[config.mk]
export PLATFORM = sky130hd
export DESIGN_NAME = wdr_top
export DESIGN_NICKNAME = d
export VERILOG_FILES = /design/src/wdr_pkg.sv /design/src/wdr_link_if.sv /design/src/wdr_prescaler.sv /design/src/wdr_pin_filter.sv /design/src/wdr_top.sv
export VERILOG_INCLUDE_DIRS = /design/src
export SDC_FILE = /design/constraint.sdc
export NUM_CORES = 1
export LEC_CHECK = 0
export BUFFER_PORTS_ARGS = -buffer_cell sky130_fd_sc_hd__buf_2
export CAP_MARGIN = 25
export CORE_ASPECT_RATIO = 1.2
export CORE_MARGIN = 3
export CORE_UTILIZATION = 53
export CTS_CLUSTER_SIZE = 28
export DETAILED_ROUTE_END_ITERATION = 8
export PLACE_DENSITY = 0.76
export SLEW_MARGIN = 25
export SYNTH_ARGS = -nofsm -noshare
export SYNTH_HDL_FRONTEND = slang
export SYNTH_SLANG_ARGS = --single-unit
[constraint.sdc]
create_clock -name clk_in -period 3.5 [get_ports clk_in]
set_clock_uncertainty 0.2 [all_clocks]
set_input_delay 0.35 -clock clk_in [delete_from_list [all_inputs] [get_ports clk_in]]
set_output_delay 0.35 -clock clk_in [all_outputs]
set_load 0.01 [all_outputs]
[src/wdr_cfg.svh]
// constants of the watchdog and reset source unit
`ifndef WDR_CFG_SVH
`define WDR_CFG_SVH

// ==========================================================
// timing
`define WDR_CLK_PERIOD_PS  4000
`define WDR_TCL_PS         (`WDR_CLK_PERIOD_PS / 2)
`define WDR_FILTER_NS      50
`define WDR_FILTER_CYC     ((`WDR_FILTER_NS * 1000 + `WDR_CLK_PERIOD_PS - 1) / `WDR_CLK_PERIOD_PS)
`define WDR_SYNC_TCL       12
`define WDR_SYNC_CYC       ((`WDR_SYNC_TCL * `WDR_TCL_PS) / `WDR_CLK_PERIOD_PS)
`define WDR_SEQ_TCL        1024
`define WDR_SEQ_CYC        ((`WDR_SEQ_TCL * `WDR_TCL_PS) / `WDR_CLK_PERIOD_PS)
`define WDR_SAMPLE_TCL     8
`define WDR_SAMPLE_CYC     ((`WDR_SAMPLE_TCL * `WDR_TCL_PS) / `WDR_CLK_PERIOD_PS)
`define WDR_PRESC_LO       2
`define WDR_PRESC_HI       128

// ==========================================================
// register offsets (byte addresses)
`define WDR_OFS_CTRL       5'h00
`define WDR_OFS_RELOAD     5'h04
`define WDR_OFS_COUNT      5'h08
`define WDR_OFS_IRQ_STAT   5'h0C
`define WDR_OFS_IRQ_MASK   5'h10

// ==========================================================
// control register fields
`define WDR_CTRL_PRESC     0
`define WDR_CTRL_BIDIR     1
`define WDR_CTRL_ENABLED   2
`define WDR_CTRL_INITDONE  3
`define WDR_CTRL_FLAG_LSB  4
// flag vector positions
`define WDR_FLAG_PON       0
`define WDR_FLAG_SHORT     1
`define WDR_FLAG_LONG      2
`define WDR_FLAG_OVF       3
`define WDR_FLAG_SW        4
`define WDR_FLAGS_RESET    5'h01
// interrupt event positions
`define WDR_EV_OVF         0
`define WDR_EV_SW          1
`define WDR_EV_HW          2
`define WDR_EV_DIS_IGN     3

`endif

[src/wdr_pkg.sv]
// types of the watchdog and reset source unit
package wdr_pkg;
   typedef enum logic [4:0] {
      WDR_IDLE   = 5'h01,
      WDR_ASYNC  = 5'h02,
      WDR_SYNC   = 5'h04,
      WDR_SEQ    = 5'h08,
      WDR_SAMPLE = 5'h10
   } wdr_state_t;

   typedef enum logic [1:0] {
      WDR_SRC_NONE = 2'h0,
      WDR_SRC_HW   = 2'h1,
      WDR_SRC_SW   = 2'h2,
      WDR_SRC_WD   = 2'h3
   } wdr_src_t;
endpackage

[src/wdr_link_if.sv]
// internal link between the core, the prescaler and the pin filter
`timescale 1ns/100ps
interface wdr_link_if;
   logic presc_sel;
   logic presc_clr;
   logic presc_tick;
   logic pin_raw_n;
   logic filt_low;
   modport core_mp  (output presc_sel, presc_clr, pin_raw_n, input presc_tick, filt_low);
   modport presc_mp (input presc_sel, presc_clr, output presc_tick);
   modport filt_mp  (input pin_raw_n, output filt_low);
endinterface

[src/wdr_prescaler.sv]
// counter clock prescaler, one-cycle tick every 2 or 128 clocks
`timescale 1ns/100ps
`include "wdr_cfg.svh"
module wdr_prescaler
   import wdr_pkg::*;
(
   input  wire logic      clk_in,
   input  wire logic      reset_in,
   wdr_link_if.presc_mp   lnk
);
   localparam logic [6:0] LAST_LO = 7'(`WDR_PRESC_LO - 1);
   localparam logic [6:0] LAST_HI = 7'(`WDR_PRESC_HI - 1);

   logic [6:0] cnt_reg;
   logic [6:0] cnt_next;
   logic       tick_reg;
   logic       tick_next;
   logic [6:0] last;

   // ==========================================================
   // divider
   always_comb begin
      last      = lnk.presc_sel ? LAST_HI : LAST_LO;
      cnt_next  = cnt_reg + 7'h01;
      tick_next = 1'b0;
      if (lnk.presc_clr) begin
         cnt_next = 7'h00;
      end else if (cnt_reg >= last) begin
         cnt_next  = 7'h00;
         tick_next = 1'b1;
      end
   end

   always_ff @(posedge clk_in or posedge reset_in) begin
      if (reset_in) begin
         cnt_reg  <= 7'h00;
         tick_reg <= 1'b0;
      end else begin
         cnt_reg  <= cnt_next;
         tick_reg <= tick_next;
      end
   end

   assign lnk.presc_tick = tick_reg;
endmodule

[src/wdr_pin_filter.sv]
// reset input pin synchroniser and glitch filter
`timescale 1ns/100ps
`include "wdr_cfg.svh"
module wdr_pin_filter
   import wdr_pkg::*;
#(
   parameter int FILT_CYC = `WDR_FILTER_CYC
)(
   input  wire logic      clk_in,
   input  wire logic      reset_in,
   wdr_link_if.filt_mp    lnk
);
   localparam logic [7:0] FILT_LAST = 8'(FILT_CYC - 1);

   logic       sync1_reg;
   logic       sync2_reg;
   logic [7:0] cnt_reg;
   logic [7:0] cnt_next;
   logic       low_reg;
   logic       low_next;

   // ==========================================================
   // level must hold for the whole window before it is believed
   always_comb begin
      cnt_next = 8'h00;
      low_next = low_reg;
      if (!sync2_reg != low_reg) begin
         if (cnt_reg >= FILT_LAST) begin
            low_next = !sync2_reg;
         end else begin
            cnt_next = cnt_reg + 8'h01;
         end
      end
   end

   always_ff @(posedge clk_in or posedge reset_in) begin
      if (reset_in) begin
         sync1_reg <= 1'b1;
         sync2_reg <= 1'b1;
         cnt_reg   <= 8'h00;
         low_reg   <= 1'b0;
      end else begin
         sync1_reg <= lnk.pin_raw_n;
         sync2_reg <= sync1_reg;
         cnt_reg   <= cnt_next;
         low_reg   <= low_next;
      end
   end

   assign lnk.filt_low = low_reg;
endmodule

[src/wdr_top.sv]
// watchdog counter, reset sequencer and reset source flags with avalon-mm registers
//
// Decided for this implementation: the address map and the Avalon-MM slave port.
`timescale 1ns/100ps
`include "wdr_cfg.svh"
module wdr_top
   import wdr_pkg::*;
#(
   parameter int CNT_W = 16
)(
   input  wire logic        clk_in,
   input  wire logic        reset_in,
   input  wire logic [4:0]  address_in,
   input  wire logic        read_in,
   input  wire logic        write_in,
   input  wire logic [31:0] writedata_in,
   input  wire logic [3:0]  byteenable_in,
   output logic      [31:0] readdata_out,
   output logic             waitrequest_out,
   input  wire logic        service_in,
   input  wire logic        disable_in,
   input  wire logic        end_of_init_in,
   input  wire logic        software_reset_in,
   input  wire logic        reset_in_pin_n_in,
   output logic             reset_in_pin_out,
   output logic             reset_in_pin_oe_out,
   input  wire logic        reset_mode_pin_in,
   output logic             reset_out_pin_n_out,
   output logic             chip_reset_out,
   output logic             irq_out
);
   localparam logic [9:0] SYNC_LAST   = 10'(`WDR_SYNC_CYC - 1);
   localparam logic [9:0] SEQ_LAST    = 10'(`WDR_SEQ_CYC - 1);
   localparam logic [9:0] SAMPLE_LAST = 10'(`WDR_SAMPLE_CYC - 1);
   localparam logic [CNT_W-1:0] CNT_MAX = '1;

   wdr_link_if lnk ();

   wdr_prescaler u_presc (
      .clk_in   (clk_in),
      .reset_in (reset_in),
      .lnk      (lnk.presc_mp)
   );

   wdr_pin_filter #(.FILT_CYC(`WDR_FILTER_CYC)) u_filt (
      .clk_in   (clk_in),
      .reset_in (reset_in),
      .lnk      (lnk.filt_mp)
   );

   // ==========================================================
   // state
   wdr_state_t       state_reg,   state_next;
   wdr_src_t         src_reg,     src_next;
   logic [9:0]       tmr_reg,     tmr_next;
   logic [CNT_W-1:0] count_reg,   count_next;
   logic [7:0]       reload_reg,  reload_next;
   logic             presc_reg,   presc_next;
   logic             bidir_reg,   bidir_next;
   logic             enabled_reg, enabled_next;
   logic             init_reg,    init_next;
   logic [4:0]       flags_reg,   flags_next;
   logic [3:0]       stat_reg,    stat_next;
   logic [3:0]       mask_reg,    mask_next;
   logic             oe_reg,      oe_next;
   logic             ack_reg,     ack_next;
   logic [31:0]      rdata_reg,   rdata_next;
   logic             mode_s1_reg;
   logic             mode_s2_reg;
   logic             idle;
   logic             counting;
   logic             svc_fire;
   logic             ovf_fire;
   logic             seq_done;
   logic             wr_fire;
   logic [3:0]       ev;
   logic [31:0]      ctrl_val;
   logic [31:0]      rd_val;

   assign idle     = (state_reg == WDR_IDLE);
   assign counting = idle && enabled_reg;
   assign svc_fire = idle && service_in;
   assign ovf_fire = counting && lnk.presc_tick && !svc_fire && (count_reg == CNT_MAX);
   assign seq_done = ((state_reg == WDR_ASYNC) && !lnk.filt_low)
                  || ((state_reg == WDR_SAMPLE) && (tmr_reg > SAMPLE_LAST) && !lnk.filt_low);
   assign wr_fire  = write_in && ack_reg;

   assign lnk.presc_sel = presc_reg;
   assign lnk.presc_clr = !counting || svc_fire;
   assign lnk.pin_raw_n = reset_in_pin_n_in;

   assign ctrl_val = {23'h00_0000, flags_reg, init_reg, enabled_reg, bidir_reg, presc_reg};

   // ==========================================================
   // register read mux
   always_comb begin
      rd_val = 32'h0000_0000;
      if (address_in == `WDR_OFS_CTRL) begin
         rd_val = ctrl_val;
      end else if (address_in == `WDR_OFS_RELOAD) begin
         rd_val = {24'h00_0000, reload_reg};
      end else if (address_in == `WDR_OFS_COUNT) begin
         rd_val = 32'(count_reg);
      end else if (address_in == `WDR_OFS_IRQ_STAT) begin
         rd_val = {28'h000_0000, stat_reg};
      end else if (address_in == `WDR_OFS_IRQ_MASK) begin
         rd_val = {28'h000_0000, mask_reg};
      end
   end

   // ==========================================================
   // bus handshake: one wait cycle, then accept
   always_comb begin
      ack_next   = (read_in || write_in) && !ack_reg;
      rdata_next = rdata_reg;
      if (read_in && !ack_reg) begin
         rdata_next = rd_val;
      end
   end

   // ==========================================================
   // sequencer, watchdog counter and software-visible state
   always_comb begin
      state_next   = state_reg;
      src_next     = src_reg;
      tmr_next     = tmr_reg + 10'h001;
      count_next   = count_reg;
      reload_next  = reload_reg;
      presc_next   = presc_reg;
      bidir_next   = bidir_reg;
      enabled_next = enabled_reg;
      init_next    = init_reg;
      flags_next   = flags_reg;
      mask_next    = mask_reg;
      oe_next      = 1'b0;
      ev           = 4'h0;

      case (state_reg)
         WDR_IDLE: begin
            tmr_next = 10'h000;
            if (lnk.filt_low && mode_s2_reg) begin
               state_next = WDR_SYNC;
               src_next   = WDR_SRC_HW;
               flags_next = 5'h00;
               ev[`WDR_EV_HW] = 1'b1;
            end else if (lnk.filt_low) begin
               state_next = WDR_ASYNC;
               flags_next = 5'h00;
            end else if (software_reset_in) begin
               state_next = WDR_SYNC;
               src_next   = WDR_SRC_SW;
               flags_next = 5'h00;
               flags_next[`WDR_FLAG_SW] = 1'b1;
               ev[`WDR_EV_SW] = 1'b1;
            end else if (ovf_fire) begin
               state_next = WDR_SYNC;
               src_next   = WDR_SRC_WD;
               flags_next = 5'h00;
               flags_next[`WDR_FLAG_OVF] = 1'b1;
               ev[`WDR_EV_OVF] = 1'b1;
            end else begin
               if (svc_fire) begin
                  count_next = {reload_reg, 8'h00};
               end else if (counting && lnk.presc_tick) begin
                  count_next = count_reg + 1'b1;
               end
               if (disable_in && !init_reg) begin
                  enabled_next = 1'b0;
               end else if (disable_in) begin
                  ev[`WDR_EV_DIS_IGN] = 1'b1;
               end
               if (end_of_init_in) begin
                  init_next  = 1'b1;
                  flags_next = 5'h00;
               end
            end
            // the pin is only pulled when the mode pin allows it
            oe_next = (state_next == WDR_SYNC) && (src_next != WDR_SRC_HW)
                      && bidir_reg && mode_s2_reg;
         end
         WDR_ASYNC: begin
            tmr_next = 10'h000;
         end
         WDR_SYNC: begin
            oe_next = oe_reg;
            if (tmr_reg >= SYNC_LAST) begin
               state_next = WDR_SEQ;
               tmr_next   = 10'h000;
            end
         end
         WDR_SEQ: begin
            oe_next = oe_reg;
            if (tmr_reg >= SEQ_LAST) begin
               state_next = WDR_SAMPLE;
               tmr_next   = 10'h000;
               oe_next    = 1'b0;
            end
         end
         WDR_SAMPLE: begin
            // stays past the sample point while the pin is held low
            if (tmr_reg > SAMPLE_LAST) begin
               tmr_next = tmr_reg;
            end
            if ((tmr_reg == SAMPLE_LAST) && (src_reg == WDR_SRC_HW)) begin
               if (lnk.filt_low) begin
                  flags_next[`WDR_FLAG_LONG] = 1'b1;
               end else begin
                  flags_next[`WDR_FLAG_SHORT] = 1'b1;
               end
            end
         end
         default: begin
            state_next = WDR_IDLE;
         end
      endcase

      if (seq_done) begin
         state_next   = WDR_IDLE;
         src_next     = WDR_SRC_NONE;
         enabled_next = 1'b1;
         init_next    = 1'b0;
         count_next   = '0;
         bidir_next   = 1'b0;
      end

      // software writes; hardware events win over a one-to-clear
      stat_next = stat_reg;
      if (wr_fire && byteenable_in[0]) begin
         if (address_in == `WDR_OFS_CTRL) begin
            presc_next = writedata_in[`WDR_CTRL_PRESC];
            if (!seq_done) begin
               bidir_next = writedata_in[`WDR_CTRL_BIDIR];
            end
         end else if (address_in == `WDR_OFS_RELOAD) begin
            reload_next = writedata_in[7:0];
         end else if (address_in == `WDR_OFS_IRQ_STAT) begin
            stat_next = stat_reg & ~writedata_in[3:0];
         end else if (address_in == `WDR_OFS_IRQ_MASK) begin
            mask_next = writedata_in[3:0];
         end
      end
      stat_next = stat_next | ev;
   end

   // ==========================================================
   // registers
   always_ff @(posedge clk_in or posedge reset_in) begin
      if (reset_in) begin
         state_reg   <= WDR_IDLE;
         src_reg     <= WDR_SRC_NONE;
         tmr_reg     <= 10'h000;
         count_reg   <= '0;
         reload_reg  <= 8'h00;
         presc_reg   <= 1'b0;
         bidir_reg   <= 1'b0;
         enabled_reg <= 1'b1;
         init_reg    <= 1'b0;
         flags_reg   <= `WDR_FLAGS_RESET;
         stat_reg    <= 4'h0;
         mask_reg    <= 4'h0;
         oe_reg      <= 1'b0;
         ack_reg     <= 1'b0;
         rdata_reg   <= 32'h0000_0000;
         mode_s1_reg <= 1'b0;
         mode_s2_reg <= 1'b0;
      end else begin
         state_reg   <= state_next;
         src_reg     <= src_next;
         tmr_reg     <= tmr_next;
         count_reg   <= count_next;
         reload_reg  <= reload_next;
         presc_reg   <= presc_next;
         bidir_reg   <= bidir_next;
         enabled_reg <= enabled_next;
         init_reg    <= init_next;
         flags_reg   <= flags_next;
         stat_reg    <= stat_next;
         mask_reg    <= mask_next;
         oe_reg      <= oe_next;
         ack_reg     <= ack_next;
         rdata_reg   <= rdata_next;
         mode_s1_reg <= reset_mode_pin_in;
         mode_s2_reg <= mode_s1_reg;
      end
   end

   // ==========================================================
   // outputs
   assign waitrequest_out     = (read_in || write_in) && !ack_reg;
   assign readdata_out        = rdata_reg;
   assign chip_reset_out      = !state_reg[0];
   assign reset_out_pin_n_out = state_reg[0];
   assign reset_in_pin_out    = 1'b0;
   assign reset_in_pin_oe_out = oe_reg;
   assign irq_out             = |(stat_reg & mask_reg);

   logic [9:0] seq_cyc_reg;
   always_ff @(posedge clk_in or posedge reset_in) begin
      if (reset_in) begin
         seq_cyc_reg <= 10'h000;
      end else begin
         seq_cyc_reg <= (state_reg == WDR_SEQ) ? seq_cyc_reg + 10'h001 : 10'h000;
      end
   end
endmodule

== After elaboration in Yosys (flattened, before gate mapping) ==
Index checks and enable logic that the tools add are counted.

* Bits in registers: 113
* Output and inout bits: 38

* Mux-type cells: 86
* Reduce and logical (&&, ||, !) cells: 50
* Eq/ne operators: 28
* Bitwise operators: 8
* $lt $le $gt $ge: 5
* $add $sub $neg: 4

{| class="wikitable"
|+ Operators by type and width
! operator !! number
|-
| $mux W16 || 11
|-
| $mux W5 || 13
|-
| $pmux W10 S4 || 1
|-
| $mux W1 || 33
|-
| $mux W10 || 3
|-
| $mux W4 || 7
|-
| $mux W7 || 3
|-
| $mux W2 || 10
|-
| $pmux W5 S4 || 1
|-
| $logic_and A1 B1 Y1 || 18
|-
| $reduce_and A6 Y1 || 3
|-
| $add A16 B1 Y16 const B || 1
|-
| $eq A16 B16 Y1 const B || 1
|-
| $mux W8 || 2
|-
| $eq A5 B3 Y1 const B || 3
|-
| $eq A5 B4 Y1 const B || 3
|-
| $ne A2 B1 Y1 const B || 6
|-
| $add A10 B1 Y10 const B || 1
|-
| $eq A10 B2 Y1 const B || 1
|-
| $eq A5 B5 Y1 const B || 2
|-
| $ge A10 B3 Y1 const B || 1
|-
| $ge A10 B9 Y1 const B || 1
|-
| $gt A10 B2 Y1 const B || 1
|-
| $ne A2 B2 Y1 const B || 5
|-
| 28 further kinds || 50
|}

== Logic depth before layout (Yosys ltp) ==
* Word-level depth: 15
* Depth in mapped cells: 8
* Mapped depth without buffers: 7

== Modules after synthesis ==
A second synthesis with hierarchy kept.

* Cell total of the unflattened synthesis: 501
* Area total of the unflattened synthesis: 5074.9 µm²

{| class="wikitable"
|+ By module, submodules not included
! module !! times used !! area an instance (µm²) !! cells each
|-
| wdr_top || 1 || 4175.3 || 424
|-
| wdr_prescaler || 1 || 483.0 || 46
|-
| wdr_pin_filter || 1 || 416.6 || 31
|}

== Least setup slack after synthesis ==
OpenSTA, ideal clock, no wires.

* Path type: register to register
* Start: register state_reg[1]
* End: register count_reg[5]
* Arrival: 1.868 ns
* Clock period less this slack: 2.142 ns
* Required time: 3.227 ns
* Stages on the path, launching flop included: 6
* Setup time: 0.073 ns
* Setup slack: 1.358 ns
* Cells stage by stage: dfrtp_1 > or3_4 > nor4_4 > o21ai_2 > or4_4 > a21oi_2

* Word-level cells in the longest chain between the ends: 9

{| class="wikitable"
|+ Ends and longest elaborated chain
! element !! line !! source
|-
| start, declared || wdr_top.sv:53 || <nowiki>wdr_state_t state_reg, state_next;</nowiki>
|-
| start signal, assigned || wdr_top.sv:267 || <nowiki>state_reg <= state_next;</nowiki>
|-
| $eq A5 B1 Y1 || wdr_top.sv:80, wdr_top.sv:138 ||
|-
| $logic_and A1 B1 Y1 || wdr_top.sv:82 || <nowiki>assign svc_fire = idle && service_in;</nowiki>
|-
| $mux W16 || wdr_top.sv:162 || <nowiki>if (svc_fire) begin</nowiki>
|-
| $mux W16 || wdr_top.sv:155 || <nowiki>end else if (ovf_fire) begin</nowiki>
|-
| $mux W16 || wdr_top.sv:149 || <nowiki>end else if (software_reset_in) begin</nowiki>
|-
| $mux W16 || wdr_top.sv:146 || <nowiki>end else if (lnk.filt_low) begin</nowiki>
|-
| $mux W16 || wdr_top.sv:141 || <nowiki>if (lnk.filt_low && mode_s2_reg) begin</nowiki>
|-
| $mux W16 || wdr_top.sv:138 || <nowiki>case (state_reg)</nowiki>
|-
| $mux W16 || wdr_top.sv:217 || <nowiki>if (seq_done) begin</nowiki>
|-
| end signal, assigned || wdr_top.sv:270 || <nowiki>count_reg <= count_next;</nowiki>
|-
| end, declared || wdr_top.sv:56 || <nowiki>logic [CNT_W-1:0] count_reg, count_next;</nowiki>
|}

Several ways; a longest one is shown, not always the timed one. The select of a mux whose other input is x is not followed.
A chain may end at the register's enable or synchronous reset.

== Worst setup path after layout ==
* Start: register tmr_reg[7]
* End: register count_reg[3]

* Word-level cells in the longest chain between the ends: 6

{| class="wikitable"
|+ Ends and longest elaborated chain
! element !! line !! source
|-
| start, declared || wdr_top.sv:55 || <nowiki>logic [9:0] tmr_reg, tmr_next;</nowiki>
|-
| start signal, assigned || wdr_top.sv:269 || <nowiki>tmr_reg <= tmr_next;</nowiki>
|-
| $gt A10 B2 Y1 (*) || wdr_top.sv:85 || <nowiki>|| ((state_reg == WDR_SAMPLE) && (tmr_reg > SAMPLE_LAST) && !lnk.filt_low);</nowiki>
|-
| $logic_and A1 B1 Y1 (*) (2 in series) || wdr_top.sv:85 ||
|-
| $logic_or A1 B1 Y1 (*) || wdr_top.sv:85 ||
|-
| $ne A2 B2 Y1 (no source line) (tied with other cells) || - ||
|-
| $reduce_and A6 Y1 (no source line) || - ||
|}

Every way passes the cells marked *; elsewhere a longest branch is shown, timed or not.

==> summary.md <==
| Metric | Value |
|---|---|
| Result of the run | complete, no violations |
| Number of pins exceeding their max-slew limit in the final report | 0 |
| Post-synthesis instance total | 505 |
| DRC violation count after routing | 0 |
| Core Area | 9130 um2 |
| Measured slew at the worst slew-check pin | 0.820 ns |
| Effective utilization at floorplan | 55.2% |
| Post-CTS Setup Bufs | 0 |
| Post-route fraction of the period consumed by the critical path | 72.6% |
| Setup crit end kind | flip-flop |
| Number of placement rows | 38 |
| Internal power | 2120 uW |
| Async set-reset flop share out of synthesis | 100% |
| Total power divided by cell area | 573 nW/um2 |
| Total clock sinks | 97 |
| Startpoint types | flip-flop |
| Area growth from synthesis to layout | 11.9% |
| Count of buffers inserted at the top-level ports | 44 |
| Post-CTS clock slew at the launch and capture registers of the worst setup and hold paths | 0.09 ns |
| Antenna cell count | 0 |
| Share of power burned in registers | 46.2% |
| Normalized max-slew margin | 45.0% |
| Distinct cells, synth | 63 |
| Portion of the post-synthesis area used by sequential elements | 48.3% |
| Sequence of cells on the critical path | or4_4 -> o311ai_4 -> a21o_2 -> o21ai_2 -> o21ba_2 |
| Worst vdd rail ir drop | 337 uV |
| Setup violations, final | 0 |
| Peak fanout along the critical path | 12 |
| Most common library cell in the layout ignoring fill and taps | sky130_fd_sc_hd__dfrtp_1 |
| Setup Total Neg Slack | 0 ns |
| Min-Delay Path Class | in -> reg |
| Number of detailed-route iterations in the first pass | 4 |
| Library cell used as clock root buffer | sky130_fd_sc_hd__clkbuf_8 |
| Die ar. | 10,700 um2 |
| Critical path required time | 3.62 ns |
| Area of the mapped netlist | 5030 um2 |
| Combinational cell fraction of total power | 26.6% |
| Worst Hold Margin | 0.0169 ns |
| Number of CTS-inserted buffers | 9 |
| Number of enable-type register cells in the synthesized netlist | 0 |
| Fraction of power consumed by the clock network | 27.2% |
| Number of global-route vias before repair | 3,781 |
| Hpwl dp | 8140 um |
| Signal arrival time at the worst endpoint | 2.66 ns |
| Share of cells above drive strength 1 | 17.2% |
| Largest net degree at the start of global routing | 54 |
| Detailed-route wire length per cell | 16.4 um |
| Horizontal extent of the die | 95.0 um |
| First-pass GRT wire length | 18,400 um |
| Predominant post-synthesis flop cell | sky130_fd_sc_hd__dfrtp_1 |
| Post-layout net count | 623 |
| Total leakage power | 0.00259 uW |
| Boundary Pins | 89 |
| Placer's final routability congestion estimate | 0.873 |
| Unrepaired setup endpoints after global routing | false |
| Gate family responsible for the most delay along the worst path | compound AO/OA/AOI/OAI gates |
| Cell with the biggest individual delay on the critical path | sky130_fd_sc_hd__or4_4 |
| CTS H-tree depth | 3 |
| Commonest non-fill, non-tap cells in the layout | sky130_fd_sc_hd__dfrtp_1, sky130_fd_sc_hd__nand2_1, sky130_fd_sc_hd__nor2_1, sky130_fd_sc_hd__buf_2, sky130_fd_sc_hd__a21oi_1 |
| Die extent in y | 113 um |
| Warnings, synthesis | 0 |
| Switching power | 1100 uW |
| Worst setup slack for register-to-register paths | 0.96 ns |
| Fmax | 0.393 GHz |
| Initial antenna violation count | 0 |
| Minimum clock period after layout | 2.54 ns |
| GRT Residual Overflow | 0 |
| Number of buffer and inverter stages on the critical path | 0 |
| Post-synthesis sequential element count | 97 |
| Clk_lat worst skew | 0.38 ns |
| Final ANT Viol Nets | 0 |
| Largest stage delay on the critical path | 0.57 ns |
| Mean cell area of the mapped netlist | 9.97 um2 |
| Overall Global Routing Usage | 21.9% |
| Overall power | 3230 uW |
| Average via count per standard cell | 5.77 |
| Max-cap violation count | 0 |
| Sw Ratio | 34.2% |
| Maximum root-to-sink buffer count | 2 |
| TritonCTS clock tree | done |
| DRT Wirelength | 11,200 um |
| Vias post-DR | 3,944 |
| Final Hold Vio Count | 0 |
| Iter 0 DRT Violations | 284 |
| Type of the worst setup path | reg -> reg |
## stage by stage
stage               setup WS (ns)  utilization, %  cells  cell area, um2
floorplan                   0.425               -    525            5110
global placement            0.971            58.4    662            5330
detailed placement          0.901            58.4    662            5330
CTS                         0.883            61.6    683            5620
global route                0.836            61.7    684            5640
finish                      0.958            61.7    684            5640
## cell type report
type                    instances  area (um2)
fillers                       769        3490
multi-input cells             384        2440
flip-flops and latches         97        2430
repair buffers                 53         317
well taps                     120         150
clock buffers                  11         141
clock inverters                 5         103
inverters                      14        55.1
## final timing paths
kind	cells past startpoint	from	end
max	5	tmr_reg[7]	count_reg[3]
min	2	writedata_in[5]	reload_reg[5]
max reg2reg	5	tmr_reg[7]	count_reg[3]
min reg2reg	0	u_filt.sync1_reg	u_filt.sync2_reg
max in group asynchronous	4	reset_in	flags_reg[0]
min in group asynchronous	3	reset_in	u_filt.cnt_reg[6]
## power groups by stage
stage,logic [uW],clock network [uW],registers [uW]
floorplan,649,0,1450
global placement,821,0,1500
detailed placement,846,0,1510
CTS,857,889,1490
global route,962,934,1520
finish,859,877,1490
## cells in the mapped netlist (4+ instances only)
cell type	n	area, um2
sky130_fd_sc_hd__inv_1	14	52.6
sky130_fd_sc_hd__xnor2_1	10	87.6
sky130_fd_sc_hd__dfstp_2	5	131
sky130_fd_sc_hd__o22ai_1	14	87.6
sky130_fd_sc_hd__clkbuf_1	8	30.0
sky130_fd_sc_hd__buf_4	19	143
sky130_fd_sc_hd__nand3b_1	4	30.0
sky130_fd_sc_hd__ha_1	13	163
sky130_fd_sc_hd__a22o_1	14	123
sky130_fd_sc_hd__nor2b_1	10	62.6
sky130_fd_sc_hd__dfrtp_1	92	2300
sky130_fd_sc_hd__nand2b_1	8	50.1
sky130_fd_sc_hd__or3_1	8	50.1
sky130_fd_sc_hd__nor2_1	44	165
sky130_fd_sc_hd__nor3_1	9	45.0
sky130_fd_sc_hd__a21oi_1	31	155
sky130_fd_sc_hd__a32oi_1	4	35.0
sky130_fd_sc_hd__and3_1	15	93.8
sky130_fd_sc_hd__o21ai_0	25	125
sky130_fd_sc_hd__nand3_1	15	75.1
sky130_fd_sc_hd__xor2_1	8	70.1
sky130_fd_sc_hd__nand4_1	9	56.3
sky130_fd_sc_hd__nand2_1	47	176
sky130_fd_sc_hd__mux2i_1	6	60.1
sky130_fd_sc_hd__mux2_2	13	146
## layer usage
metal	global-route usage, %	vias up	share of wire, %
met3	3.72	20	5.2
met4	8.85	0	2.0
met2	35.9	124	51
li1	-	1897	-
met1	28.8	1903	42
met5	0	-	0
## what timing repair did
action | 4_1_cts | 5_1_grt
setup endpoints to repair | 0 | 0
hold buffers | 5 | 0
resized for setup | 0 | 0
hold endpoints to repair | 45 | 0
## cells by family (layout without fill, tap and decap cells)
kind of cell | Yosys count | after routing | share of synthesized area, %
xor+xnor | 18 | 18 | 3.13
fa+ha+maj | 13 | 13 | 3.23
other cells | 1 | 21 | 0.0745
mux | 19 | 19 | 4.10
compound gates | 121 | 121 | 16.3
buf+inv | 44 | 83 | 4.77
simple gates | 192 | 192 | 20.1
flops | 97 | 97 | 48.3
Note: power is estimated with default switching activity, not from simulation.
